**config.mk**
```make
export PLATFORM = sky130hd
export DESIGN_NAME = sbaw_device_flat
export DESIGN_NICKNAME = d
export VERILOG_FILES = /design/src/verilog/sbaw_pkg.sv /design/src/verilog/sbaw_link_if.sv /design/src/verilog/sbaw_device.sv /design/src/flat_wrapper.sv
export SDC_FILE = /design/constraint.sdc
export NUM_CORES = 1
export LEC_CHECK = 0
export BUFFER_PORTS_ARGS = -buffer_cell sky130_fd_sc_hd__buf_4
export CAP_MARGIN = 20
export CORE_ASPECT_RATIO = 0.75
export CORE_MARGIN = 5
export CORE_UTILIZATION = 55
export DETAILED_ROUTE_END_ITERATION = 8
export PLACE_DENSITY = 0.84
export SYNTH_ARGS = -nofsm -noshare
export SYNTH_HDL_FRONTEND = slang
export SYNTH_SLANG_ARGS = --single-unit
```
**constraint.sdc**
```tcl
create_clock -name aclk -period 3.7 [get_ports aclk]
set_clock_uncertainty 0.1 [all_clocks]
set_input_delay 0.74 -clock aclk [delete_from_list [all_inputs] [get_ports aclk]]
set_output_delay 0.74 -clock aclk [all_outputs]
set_load 0.02 [all_outputs]
```
**src/verilog/sbaw_pkg.sv**
```systemverilog
package sbaw_pkg;
    localparam logic [3:0]  OFF_CTRL       = 4'h0;
    localparam logic [3:0]  OFF_DIVISOR    = 4'h4;
    localparam logic [3:0]  OFF_RXBUF      = 4'h8;
    localparam logic [3:0]  OFF_COUNT      = 4'hC;
    localparam int          BIT_WIDE       = 0;
    localparam int          BIT_HSPEED     = 1;
    localparam int          BIT_SYNC       = 2;
    localparam int          BIT_ABAUD_EN   = 3;
    localparam int          BIT_WAKE_EN    = 4;
    localparam int          BIT_OVF_FLAG   = 5;
    localparam int          BIT_IDLE       = 6;
    localparam int          BIT_RX_FLAG    = 7;
    localparam logic [15:0] DIVISOR_RESET  = 16'h0000;
    localparam logic [5:0]  MULT64_LAST    = 6'h3F;
    localparam logic [5:0]  MULT16_LAST    = 6'h0F;
    localparam logic [5:0]  MULT4_LAST     = 6'h03;
    localparam logic [2:0]  ABD_RISES      = 3'h5;
    localparam logic [1:0]  RESP_OKAY      = 2'h0;
    localparam logic [1:0]  RESP_SLVERR    = 2'h2;
    localparam logic [4:0]  WAKE_MIN_BITS  = 5'h0A;
    localparam logic [4:0]  WAKE_LIN_BITS  = 5'h0D;
    localparam logic [4:0]  BYTE_FRAME_BITS = 5'h0A;

    typedef enum logic [1:0]
    {
        SBAW_IDLE = 2'b01,
        SBAW_SEND = 2'b10
    } sbaw_node_state_type;
endpackage

```
**src/verilog/sbaw_link_if.sv**
```systemverilog
`timescale 1ns/1ps
interface sbaw_link_if;
    logic serial_input_line;

    modport device
    (
        input serial_input_line
    );
    modport remote
    (
        output serial_input_line
    );
endinterface

```
**src/verilog/sbaw_device.sv**
```systemverilog
// The register offsets and the AXI4-Lite register port were chosen for this implementation.
`timescale 1ns/1ps
module sbaw_device
(
    input  wire logic        aclk,
    input  wire logic        aresetn,
    sbaw_link_if.device      link,
    input  wire logic        sleep_mode,
    output logic             baud_tick,
    output logic             receive_interrupt_flag,
    output logic             receiver_idle_flag,
    input  wire logic [3:0]  s_axi_awaddr,
    input  wire logic        s_axi_awvalid,
    output logic             s_axi_awready,
    input  wire logic [31:0] s_axi_wdata,
    input  wire logic [3:0]  s_axi_wstrb,
    input  wire logic        s_axi_wvalid,
    output logic             s_axi_wready,
    output logic [1:0]       s_axi_bresp,
    output logic             s_axi_bvalid,
    input  wire logic        s_axi_bready,
    input  wire logic [3:0]  s_axi_araddr,
    input  wire logic        s_axi_arvalid,
    output logic             s_axi_arready,
    output logic [31:0]      s_axi_rdata,
    output logic [1:0]       s_axi_rresp,
    output logic             s_axi_rvalid,
    input  wire logic        s_axi_rready
);
    logic        aw_got;
    logic        w_got;
    logic [3:0]  aw_addr;
    logic [31:0] w_data;
    logic [3:0]  w_strb;
    logic        wide_divider_select;
    logic        high_speed_select;
    logic        sync_mode;
    logic        autobaud_enable;
    logic        wake_on_break_enable;
    logic        autobaud_overflow_flag;
    logic [7:0]  divisor_low_byte;
    logic [7:0]  divisor_high_byte;
    logic [5:0]  prescale;
    logic [15:0] baud_divider;
    logic        rx_prev;
    logic        abd_run;
    logic [15:0] abd_count;
    logic [2:0]  abd_rises;

    wire        rx        = link.serial_input_line;
    wire        rx_fall   = rx_prev & ~rx;
    wire        rx_rise   = ~rx_prev & rx;
    wire        wr_fire   = aw_got & w_got & ~s_axi_bvalid;
    wire        wr_ok     = aw_addr == sbaw_pkg::OFF_CTRL || aw_addr == sbaw_pkg::OFF_DIVISOR;
    wire        wr_ctrl   = wr_fire & (aw_addr == sbaw_pkg::OFF_CTRL) & w_strb[0];
    wire        wr_div_lo = wr_fire & (aw_addr == sbaw_pkg::OFF_DIVISOR) & w_strb[0];
    wire        wr_div_hi = wr_fire & (aw_addr == sbaw_pkg::OFF_DIVISOR) & w_strb[1];
    wire        rd_fire   = s_axi_arvalid & s_axi_arready;
    wire        rd_rxbuf  = rd_fire & (s_axi_araddr == sbaw_pkg::OFF_RXBUF);
    wire        rd_ok     = s_axi_araddr[1:0] == 2'h0;

    // Baud timer
    wire        wake_active = wake_on_break_enable & ~sync_mode;
    wire [15:0] divisor     = wide_divider_select
                            ? {divisor_high_byte, divisor_low_byte}
                            : {8'h00, divisor_low_byte};
    wire [5:0]  mult_last   = sync_mode ? sbaw_pkg::MULT4_LAST
                            : (high_speed_select & wide_divider_select) ? sbaw_pkg::MULT4_LAST
                            : (high_speed_select | wide_divider_select)
                            ? sbaw_pkg::MULT16_LAST
                            : sbaw_pkg::MULT64_LAST;
    // Up-count from a cleared timer, so the first tick after a divisor write is a full new period;
    // compare with >= so a smaller divisor or multiplier set mid-count cannot wrap
    wire        pre_end     = prescale >= mult_last;
    wire        timer_end   = pre_end & (baud_divider >= divisor);
    wire        div_write   = wr_div_lo | wr_div_hi;
    // Sleep holds the timer instead of clearing it, so the period resumes where it stopped
    wire [5:0]  next_prescale = div_write ? 6'h00
                              : sleep_mode ? prescale
                              : pre_end ? 6'h00
                              : prescale + 6'h01;
    wire [15:0] next_baud_divider = div_write ? 16'h0000
                                  : sleep_mode ? baud_divider
                                  : ~pre_end ? baud_divider
                                  : timer_end ? 16'h0000
                                  : baud_divider + 16'h0001;

    // Auto-baud measurement; wake mode blocks a new start but not a running count
    wire        abd_start = autobaud_enable & ~abd_run & ~wake_active & rx_fall;
    wire        abd_step  = abd_run & ~sleep_mode;
    wire        abd_done  = abd_run & rx_rise & (abd_rises == sbaw_pkg::ABD_RISES - 3'h1);
    wire        abd_ovf   = abd_step & (abd_count == 16'hFFFF);
    wire        wake_evt  = wake_active & rx_fall;
    wire        rxflag_set = abd_done | wake_evt;
    // Clear allowed only once auto-baud is already off, else flag holds
    wire        ovf_clear = wr_ctrl & ~autobaud_enable
                          & ~w_data[sbaw_pkg::BIT_OVF_FLAG];

    wire [31:0] ctrl_word = {24'h000000, receive_interrupt_flag, receiver_idle_flag,
                             autobaud_overflow_flag, wake_on_break_enable, autobaud_enable,
                             sync_mode, high_speed_select, wide_divider_select};
    wire [31:0] rd_word   = s_axi_araddr == sbaw_pkg::OFF_CTRL ? ctrl_word
                          : s_axi_araddr == sbaw_pkg::OFF_DIVISOR
                          ? {16'h0000, divisor_high_byte, divisor_low_byte}
                          : s_axi_araddr == sbaw_pkg::OFF_COUNT ? {16'h0000, abd_count}
                          : 32'h00000000;

    assign s_axi_awready      = ~aw_got & ~s_axi_bvalid;
    assign s_axi_wready       = ~w_got & ~s_axi_bvalid;
    assign s_axi_arready      = ~s_axi_rvalid;
    assign receiver_idle_flag = ~abd_run;

    always_ff @(posedge aclk)
    begin
        if (!aresetn)
        begin
            aw_got       <= 1'b0;
            w_got        <= 1'b0;
            aw_addr      <= 4'h0;
            w_data       <= 32'h00000000;
            w_strb       <= 4'h0;
            s_axi_bvalid <= 1'b0;
            s_axi_bresp  <= sbaw_pkg::RESP_OKAY;
            s_axi_rvalid <= 1'b0;
            s_axi_rresp  <= sbaw_pkg::RESP_OKAY;
            s_axi_rdata  <= 32'h00000000;
        end
        else
        begin
            if (s_axi_awvalid && s_axi_awready)
            begin
                aw_got  <= 1'b1;
                aw_addr <= s_axi_awaddr;
            end
            if (s_axi_wvalid && s_axi_wready)
            begin
                w_got  <= 1'b1;
                w_data <= s_axi_wdata;
                w_strb <= s_axi_wstrb;
            end
            if (wr_fire)
            begin
                aw_got       <= 1'b0;
                w_got        <= 1'b0;
                s_axi_bvalid <= 1'b1;
                s_axi_bresp  <= wr_ok ? sbaw_pkg::RESP_OKAY : sbaw_pkg::RESP_SLVERR;
            end
            else if (s_axi_bready)
                s_axi_bvalid <= 1'b0;
            if (rd_fire)
            begin
                s_axi_rvalid <= 1'b1;
                s_axi_rdata  <= rd_word;
                s_axi_rresp  <= rd_ok ? sbaw_pkg::RESP_OKAY : sbaw_pkg::RESP_SLVERR;
            end
            else if (s_axi_rready)
                s_axi_rvalid <= 1'b0;
        end
    end

    always_ff @(posedge aclk)
    begin
        if (!aresetn)
        begin
            wide_divider_select    <= 1'b0;
            high_speed_select      <= 1'b0;
            sync_mode              <= 1'b0;
            divisor_low_byte       <= sbaw_pkg::DIVISOR_RESET[7:0];
            divisor_high_byte      <= sbaw_pkg::DIVISOR_RESET[15:8];
            prescale               <= 6'h00;
            baud_divider           <= 16'h0000;
            baud_tick              <= 1'b0;
            rx_prev                <= 1'b1;
        end
        else
        begin
            if (wr_ctrl)
            begin
                wide_divider_select <= w_data[sbaw_pkg::BIT_WIDE];
                high_speed_select   <= w_data[sbaw_pkg::BIT_HSPEED];
                sync_mode           <= w_data[sbaw_pkg::BIT_SYNC];
            end
            if (wr_div_lo)
                divisor_low_byte <= w_data[7:0];
            if (wr_div_hi)
                divisor_high_byte <= w_data[15:8];
            prescale     <= next_prescale;
            baud_divider <= next_baud_divider;
            baud_tick    <= timer_end & ~sleep_mode & ~div_write;
            rx_prev      <= rx;
        end
    end

    always_ff @(posedge aclk)
    begin
        if (!aresetn)
        begin
            autobaud_enable        <= 1'b0;
            autobaud_overflow_flag <= 1'b0;
            wake_on_break_enable   <= 1'b0;
            receive_interrupt_flag <= 1'b0;
            abd_run                <= 1'b0;
            abd_count              <= 16'h0000;
            abd_rises              <= 3'h0;
        end
        else
        begin
            if (abd_done)
                autobaud_enable <= 1'b0;
            else if (wr_ctrl)
                autobaud_enable <= w_data[sbaw_pkg::BIT_ABAUD_EN];
            if (abd_ovf)
                autobaud_overflow_flag <= 1'b1;
            else if (ovf_clear)
                autobaud_overflow_flag <= 1'b0;
            // Hardware clear beats a software set in the same cycle
            if (wake_active && rx_rise)
                wake_on_break_enable <= 1'b0;
            else if (wr_ctrl)
                wake_on_break_enable <= w_data[sbaw_pkg::BIT_WAKE_EN];
            if (rxflag_set)
                receive_interrupt_flag <= 1'b1;
            else if (rd_rxbuf)
                receive_interrupt_flag <= 1'b0;
            if (abd_start)
            begin
                abd_run   <= 1'b1;
                abd_count <= 16'h0000;
                abd_rises <= 3'h0;
            end
            else if (abd_done || !autobaud_enable)
                abd_run <= 1'b0;
            else
            begin
                if (abd_step)
                    abd_count <= abd_count + 16'h0001;
                if (abd_run && rx_rise)
                    abd_rises <= abd_rises + 3'h1;
            end
        end
    end
endmodule // sbaw_device

```
**src/flat_wrapper.sv**
```systemverilog
// flat-port wrapper written by rule: the top's interface ports become plain ports
module sbaw_device_flat 
  (aclk, aresetn, sleep_mode, baud_tick, receive_interrupt_flag, receiver_idle_flag, s_axi_awaddr, s_axi_awvalid, s_axi_awready, s_axi_wdata, s_axi_wstrb, s_axi_wvalid, s_axi_wready, s_axi_bresp, s_axi_bvalid, s_axi_bready, s_axi_araddr, s_axi_arvalid, s_axi_arready, s_axi_rdata, s_axi_rresp, s_axi_rvalid, s_axi_rready, link_serial_input_line);
  sbaw_link_if link_i ();
  input  wire logic aclk;
  input  wire logic aresetn;
  input  wire logic sleep_mode;
  output logic baud_tick;
  output logic receive_interrupt_flag;
  output logic receiver_idle_flag;
  input  wire logic [3:0] s_axi_awaddr;
  input  wire logic s_axi_awvalid;
  output logic s_axi_awready;
  input  wire logic [31:0] s_axi_wdata;
  input  wire logic [3:0] s_axi_wstrb;
  input  wire logic s_axi_wvalid;
  output logic s_axi_wready;
  output logic [1:0] s_axi_bresp;
  output logic s_axi_bvalid;
  input  wire logic s_axi_bready;
  input  wire logic [3:0] s_axi_araddr;
  input  wire logic s_axi_arvalid;
  output logic s_axi_arready;
  output logic [31:0] s_axi_rdata;
  output logic [1:0] s_axi_rresp;
  output logic s_axi_rvalid;
  input  wire logic s_axi_rready;
  input wire logic [$bits(link_i.serial_input_line)-1:0] link_serial_input_line;
  assign link_i.serial_input_line = link_serial_input_line;
  sbaw_device u_core (.aclk(aclk), .aresetn(aresetn), .link(link_i), .sleep_mode(sleep_mode), .baud_tick(baud_tick), .receive_interrupt_flag(receive_interrupt_flag), .receiver_idle_flag(receiver_idle_flag), .s_axi_awaddr(s_axi_awaddr), .s_axi_awvalid(s_axi_awvalid), .s_axi_awready(s_axi_awready), .s_axi_wdata(s_axi_wdata), .s_axi_wstrb(s_axi_wstrb), .s_axi_wvalid(s_axi_wvalid), .s_axi_wready(s_axi_wready), .s_axi_bresp(s_axi_bresp), .s_axi_bvalid(s_axi_bvalid), .s_axi_bready(s_axi_bready), .s_axi_araddr(s_axi_araddr), .s_axi_arvalid(s_axi_arvalid), .s_axi_arready(s_axi_arready), .s_axi_rdata(s_axi_rdata), .s_axi_rresp(s_axi_rresp), .s_axi_rvalid(s_axi_rvalid), .s_axi_rready(s_axi_rready));
endmodule
```
==> results of run 1 <==
[final timing paths]
check / startpoint / end / slack [ns] / cells past startpoint
max: u_core.wide_divider_select$_SDFFE_PN0P_ / u_core.baud_divider[12]$_SDFFE_PP0P_ / 0.81 / 7
min: u_core.s_axi_rdata[5]$_SDFFE_PN0P_ / u_core.s_axi_rdata[5]$_SDFFE_PN0P_ / 0.36 / 2
max reg2reg: u_core.wide_divider_select$_SDFFE_PN0P_ / u_core.baud_divider[12]$_SDFFE_PP0P_ / 0.81 / 7
min reg2reg: u_core.s_axi_rdata[5]$_SDFFE_PN0P_ / u_core.s_axi_rdata[5]$_SDFFE_PN0P_ / 0.36 / 2
[placed cells by master, fill, tap and decap left out, types with 3 or more instances in the layout]
cell type,synthesis,routed
nand2b_1,8,8
clkbuf_16,0,9
nor2b_1,6,6
nand4_1,16,16
xnor2_1,8,8
nand3_1,15,15
nand2_1,86,86
buf_4,18,62
a21oi_1,49,49
conb_1,1,18
a221oi_1,8,8
and3_1,5,5
nor2_1,78,78
ha_1,25,25
a22o_1,6,6
and4_1,3,3
o31ai_1,4,4
nand3b_1,3,3
a211o_1,3,3
o211ai_1,6,6
or4_1,4,4
nor3_1,14,14
a211oi_1,4,4
dfxtp_1,111,111
or3_1,10,10
xor2_1,17,17
inv_1,16,15
o21ai_0,16,16
and2_1,4,4
mux2i_1,27,27
[Yosys cell counts (4+ instances only)]
cell type	n
and3_1	5
nand3_1	15
nand2b_1	8
nand2_1	86
or3_1	10
a221oi_1	8
inv_1	16
xnor2_1	8
o21ai_0	16
ha_1	25
dfxtp_1	111
mux2i_1	27
nor3_1	14
xor2_1	17
a21oi_1	49
o31ai_1	4
or4_1	4
nor2b_1	6
buf_4	18
o211ai_1	6
clkbuf_1	17
buf_1	4
a211oi_1	4
nand4_1	16
a22o_1	6
and2_1	4
nor2_1	78
[power groups by stage]
stage          logic [W]  clock network (W)  registers (W)
6_report        0.000211           0.000977        0.00125
5_1_grt         0.000233            0.00105        0.00125
4_1_cts         0.000211           0.000987        0.00125
3_5_place_dp    0.000210                  0        0.00128
3_3_place_gp    0.000204                  0        0.00128
2_1_floorplan   0.000140                  0        0.00128
[flip-flops by register name, summed over array words and instances, names as in the netlist, 2 cells and up]
name                      flops
u_core.s_axi_rdata           16
u_core.baud_divider          16
u_core.abd_rises              3
u_core.divisor_high_byte      8
u_core.prescale               6
u_core.w_strb                 2
u_core.abd_count             16
u_core.aw_addr                4
u_core.divisor_low_byte       8
u_core.w_data                16
[cell type report]
class,count,area (um2)
well taps,132,165
clock buffers,11,233
inverters,16,60.1
repair buffers,62,465
multi-input cells,468,2870
fillers,813,3500
clock inverters,5,66.3
flip-flops and latches,111,2220
[stage by stage]
step | hold slack, ns | total power [W] | instance area, um2
3_5_place_dp | 0.347 | 0.00149 | 5790
5_1_grt | 0.368 | 0.00254 | 6080
2_1_floorplan | 0.336 | 0.00142 | 5400
4_1_cts | 0.357 | 0.00245 | 6080
3_3_place_gp | 0.341 | 0.00148 | 5790
6_report | 0.357 | 0.00244 | 6080
[metal layers]
metal | part of all wire (%) | wire length [um]
met1 | 45 | 5720
met2 | 44 | 5690
met3 | 9.2 | 1180
met4 | 1.9 | 242
met5 | 0 | 0
[critical path: stages (launching register included)]
cell     delay, ns
dfxtp_1       0.42
or3_1         0.46
ha_1          0.30
o21ai_0       0.12
o21ai_2       0.33
nand2_1       0.36
or4_1         0.59
a21oi_1       0.14
[logic make-up after synthesis]
family,count (synthesis),synth area share [%]
DFF,111,41.7
adders and majority gates,25,5.87
other,1,0.0703
buffers and inverters,59,5.63
xor gates and xnor gates,25,4.11
muxes,27,5.07
AOI/OAI and AO/OA,107,13.0
and+or+nand+nor,266,24.5
==> summary.md, run 1 <==
| Metric | Value |
|---|---|
| Status | finished clean |
| Net switching power | 0.000601 W |
| Max Slew Vio Count | 0 |
| Area of the die | 11800 um2 |
| Die X | 124 um |
| Top Usage Layer GRT | met2 |
| Share of cells above drive strength 1 | 13.5% |
| Vias in the first global route | 4192 |
| Final worst slack | slightly above 0.8 ns |
| DRT iter0 DRCs | 364 |
| CTS resizes | 0 |
| Drt wl/cell | 16.0 um |
| Post-synth cell types | 54 |
| First-pass GRT wire length | 20700 um |
| Sequential share of power | 51.3% |
| Via count | 4551 |
| Pin count of the biggest net entering global routing | 66 |
| Grt met2 use | 34.3% |
| Maximum clock path buffer count | 2 |
| Post-route clock period utilization | 78.1% |
| Number of diodes | 0 |
| TNS Setup | 0 ns |
| Sw Share | 24.6% |
| Combinational power share | 8.7% |
| Max cap viols | 0 |
| Nets | 746 |
| Remaining antenna violation count | 0 |
| Unrepaired setup endpoints after global routing | false |
| Antenna violations before repair | 0 |
| GRT met3 Usage | 6.05% |
| Top cell type's share of synthesized area | 41.7% |
| Synthesis Warnings | 0 |
| Pre-Repair DR Iteration Count | 6 |
| Syn Inst Count | between 600 and 700 |
| Seq/Total Area, Yosys | 41.7% |
| I/O Pins | between 90 and 100 |
| Worst Max-Slew Pin Slew | 0.684 ns |
| Worst skew pair latency | 0.35 ns |
| Rel. slew slack | 54.4% |
| Area Growth Syn to Fin | 14.1% |
| Total wire length | roughly 13000 um |
| Starting Density | 55.6% |
| DP Wirelength | 9660 um |
| Total GRT Usage | 22.5% |
| # Post-CTS Setup Buffers | 0 |
| Routed vias/inst | roughly 5.7 |
| Tmin final | 2.89 ns |
| P_leak | 2.51 nW |
| Crit Path Category | reg -> reg |
| CTS tree | yes |
| CTS sink cnt | 111 |
| Power Density | 401 nW/um2 |
| Num rows | 31 |
| CORE AREA | around 9600 um2 |
| Synthesized area per cell | 8.59 um2 |
| Number of CTS-inserted buffers | 9 |
| Final Setup Violations | 0 |
| Layout Cells excl Fill | 805 |
| CP required | 3.88 ns |
| Main synth FF type | dfxtp_1 |
| Final hold vios | 0 |
| Number of flops mapped to enable cells by yosys | 0 |
| Final core occ | 63.5% |
| Placed cell count | 789 |
| Hold buffers post-CTS | 0 |
| Post-synth ARST share | 0% |
| Leading area contributor after synthesis | dfxtp_1 |
| Main area contributors after synthesis | dfxtp_1 (42%), nand2_1 (6.1%), ha_1 (5.9%) |
| Pre-CTS setup slack | approximately 0.84 ns |
| Routability Congestion | around 0.91 |
| CTS HTree Levels | 3 |
| Met1 Usage GRT | 31.1% |
| Die height | 95.3 um |
| Clk slew on worst S/H paths | around 0.070 ns |
| CP Launch Type | flip-flop |
| Root buf cell | clkbuf_16 |
| Critical Path Sink Type | flip-flop |
| Synthesized area | 5330 um2 |
| Peak VDD IR | between 0.0002 and 0.0003 V |
| Crit path arrival time | 3.07 ns |
| #FFs+latches synth | 111 |
| GRT overflow | 0 |
| Port bufs | 60 |
| CP max FO | 14 |
| Clock network power share | 40.0% |
| Int Pwr | 0.00184 W |
| Achievable Freq | 346 MHz |
| DR DRC count | 0 |
| Hold Path Class | reg -> reg |
(Power assumes the default switching activity.)
==> inputs of run 2 (changes only) <==
CORE_UTILIZATION = 50   (was 55)
PLACE_DENSITY = 0.81   (was 0.84)
clock period = 2.5 ns   (was 3.7 ns; I/O delays follow)
==> run 2 against run 1 <==
Against the previous run: sequential power up 48%; combinational power up 53%; setup slack worse by 0.73 ns; largest cell class unchanged; critical endpoint unchanged; sequential share of layout area down 0.63 points; cell area up 1.8%.
==> summary.md, run 2 (synthesized netlist as in run 1, its figures left out) <==
| Metric | Value |
|---|---|
| Status | finished clean (unchanged) |
| Crit path arrival time | 2.60 ns (was 3.07 ns) |
| Power Density | 570 nW/um2 (was 401 nW/um2) |
| CP max FO | 16 (was 14) |
| Unrepaired setup endpoints after global routing | false (unchanged) |
| Maximum clock path buffer count | 2 (unchanged) |
| Crit Path Category | reg -> reg (unchanged) |
| DP Wirelength | 10100 um (was 9660 um) |
| Peak VDD IR | 0.000391 V (was 0.000291 V) |
| Number of diodes | 0 (unchanged) |
| DR DRC count | 0 (unchanged) |
| FF+latch area | 2220 um2 (unchanged) |
| Share of cells above drive strength 1 | 15.6% (was 13.5%) |
| Pre-Repair DR Iteration Count | 5 (was 6) |
| Number of CTS-inserted buffers | 9 (unchanged) |
| Area Growth Syn to Fin | 16.1% (was 14.1%) |
| Remaining antenna violation count | 0 (unchanged) |
| Pin count of the biggest net entering global routing | 66 (unchanged) |
| Hold Path Class | in -> reg (was reg -> reg) |
| Critical Path Sink Type | flip-flop (unchanged) |
| Max cap viols | 0 (unchanged) |
| Rel. slew slack | 51.1% (was 54.4%) |
| CTS tree | yes (unchanged) |
| Area of the die | 12800 um2 (was 11800 um2) |
| Clk slew on worst S/H paths | 0.07 ns (about the same) |
| P_leak | 2.58 nW (was 2.51 nW) |
| Worst Reg-to-Reg Cells | 10 (was 7) |
| Vias in the first global route | 4529 (was 4192) |
| CP required | 2.68 ns (was 3.88 ns) |
| Critical path, cell by cell | a21o_1 > ha_1 > a211oi_1 > o21ai_2 > buf_4 > buf_4 > a21oi_1 > a21oi_4 > buf_12 > a21oi_1 (was or3_1 > ha_1 > o21ai_0 > o21ai_2 > nand2_1 > or4_1 > a21oi_1) |
| Final core occ | 59.7% (was 63.5%) |
| Commonest non-fill, non-tap cell in the layout | dfxtp_1 (unchanged) |
| Max Slew Vio Count | 0 (unchanged) |
| Num rows | 32 (was 31) |
| First-pass GRT wire length | 21800 um (was 20700 um) |
| Tmin final | 2.42 ns (was 2.89 ns) |
| Routed vias/inst | 5.77 (was 5.65) |
| Multi-input logic area | 2880 um2 (was 2870 um2) |
| Via count | 4751 (was 4551) |
| Total GRT Usage | 21.2% (was 22.5%) |
| Antenna violations before repair | 0 (unchanged) |
| Port bufs | 60 (unchanged) |
| Die height | 99.4 um (was 95.3 um) |
| Nets | 760 (was 746) |
| Achievable Freq | 413 MHz (was 346 MHz) |
| Hold buffers post-CTS | 0 (unchanged) |
| Total wire length | 13400 um (was 12800 um) |
| Filler cells | 871 (was 813) |
| CTS HTree Levels | 3 (unchanged) |
| Post-route clock period utilization | 96.9% (was 78.1%) |
| Slowest stage delay, CP | 0.39 ns (was 0.59 ns) |
| CP Launch Type | flip-flop (unchanged) |
| Worst Max-Slew Pin Slew | 0.734 ns (was 0.684 ns) |
| Starting Density | 51.4% (was 55.6%) |
| TNS Setup | 0 ns (unchanged) |
| I/O Pins | 97 (unchanged) |
| Die X | 129 um (was 124 um) |
| Worst Hold Path Cells | 2 (unchanged) |
| Most frequent cells in the layout | dfxtp_1 (111), nand2_1 (85), nor2_1 (78), buf_4 (75), a21oi_1 (48) (was dfxtp_1 (111), nand2_1 (86), nor2_1 (78), buf_4 (62), a21oi_1 (49)) |
| GRT overflow | 0 (unchanged) |
| Root buf cell | clkbuf_16 (unchanged) |
| Final hold vios | 0 (unchanged) |
| Final Setup Violations | 0 (unchanged) |
| Drt wl/cell | 16.3 um (was 16.0 um) |
| CTS sink cnt | 111 (unchanged) |
| Worst skew pair latency | 0.35 ns (about the same) |
| DRT iter0 DRCs | 470 (was 364) |
| Routability Congestion | 0.920 (was 0.911) |
| Critical-path top delay cell | a211oi_1 (was or4_1) |
| CORE AREA | 10400 um2 (was 9580 um2) |
## run 2: power breakdown
part	leakage [nW]	internal, W	total, W	switching, W
registers	0.901	0.00181	0.00185	0.0000375
logic	1.55	0.000123	0.000323	0.000199
clock network	0.136	0.000728	0.00136	0.000628
## run 2: cell type report
cell class	count	share of cell area, %
multi-input combinational	468	46.5
clock buffer	13	4.20
clock inverter	3	0.283
inverter	16	0.970
tap	136	2.75
sequential	111	35.9
timing repair buffer	76	9.42
## run 2: path summary, 6_finish.rpt
| kind | start | end | slack [ns] |
|---|---|---|---|
| max reg2reg | u_core.high_speed_select$_SDFFE_PN0P_ | u_core.baud_divider[12]$_SDFFE_PP0P_ | 0.08 |
| min | s_axi_rready | u_core.s_axi_rvalid$_SDFFE_PN0P_ | 0.23 |
| min reg2reg | u_core.s_axi_rdata[7]$_SDFFE_PN0P_ | u_core.s_axi_rdata[7]$_SDFFE_PN0P_ | 0.36 |
| max | u_core.high_speed_select$_SDFFE_PN0P_ | u_core.baud_divider[12]$_SDFFE_PP0P_ | 0.08 |
## run 2: repair_timing
item | 4_1_cts | 5_1_grt
setup endpoints to repair | 0 | 7
buffers inserted | 0 | 2
resized for setup | 0 | 3
endpoints found under the hold margin | 0 | 0
## run 2: routing by layer
metal / up-vias / wire [um] / GRT usage, %
met1: 2237 / 5980 / 29.6
met5: - / 0 / 0
met4: 0 / 299 / 8.07
met3: 26 / 1250 / 5.42
met2: 225 / 5850 / 31.4
li1: 2263 / - / -
## run 2: stage by stage
stage	hold WS (ns)	worst slack (ns)	total power, W	cells	cell area, um2
after floorplan	0.336	0.180	0.00211	638	5400
after CTS	0.229	0.0189	0.00354	821	6170
after global routing	0.236	0.0113	0.00365	823	6190
after global placement	0.343	0.152	0.00220	805	5890
final	0.233	0.0774	0.00353	823	6190
after detailed placement	0.353	0.0344	0.00221	805	5890
## run 2: critical path, delay by kind of cell, from the launching register on
family,cells,cell delay [ns]
AOI/OAI and AO/OA,6,1.18
adders and majority gates,1,0.27
buffers and inverters,3,0.47
DFF,1,0.33
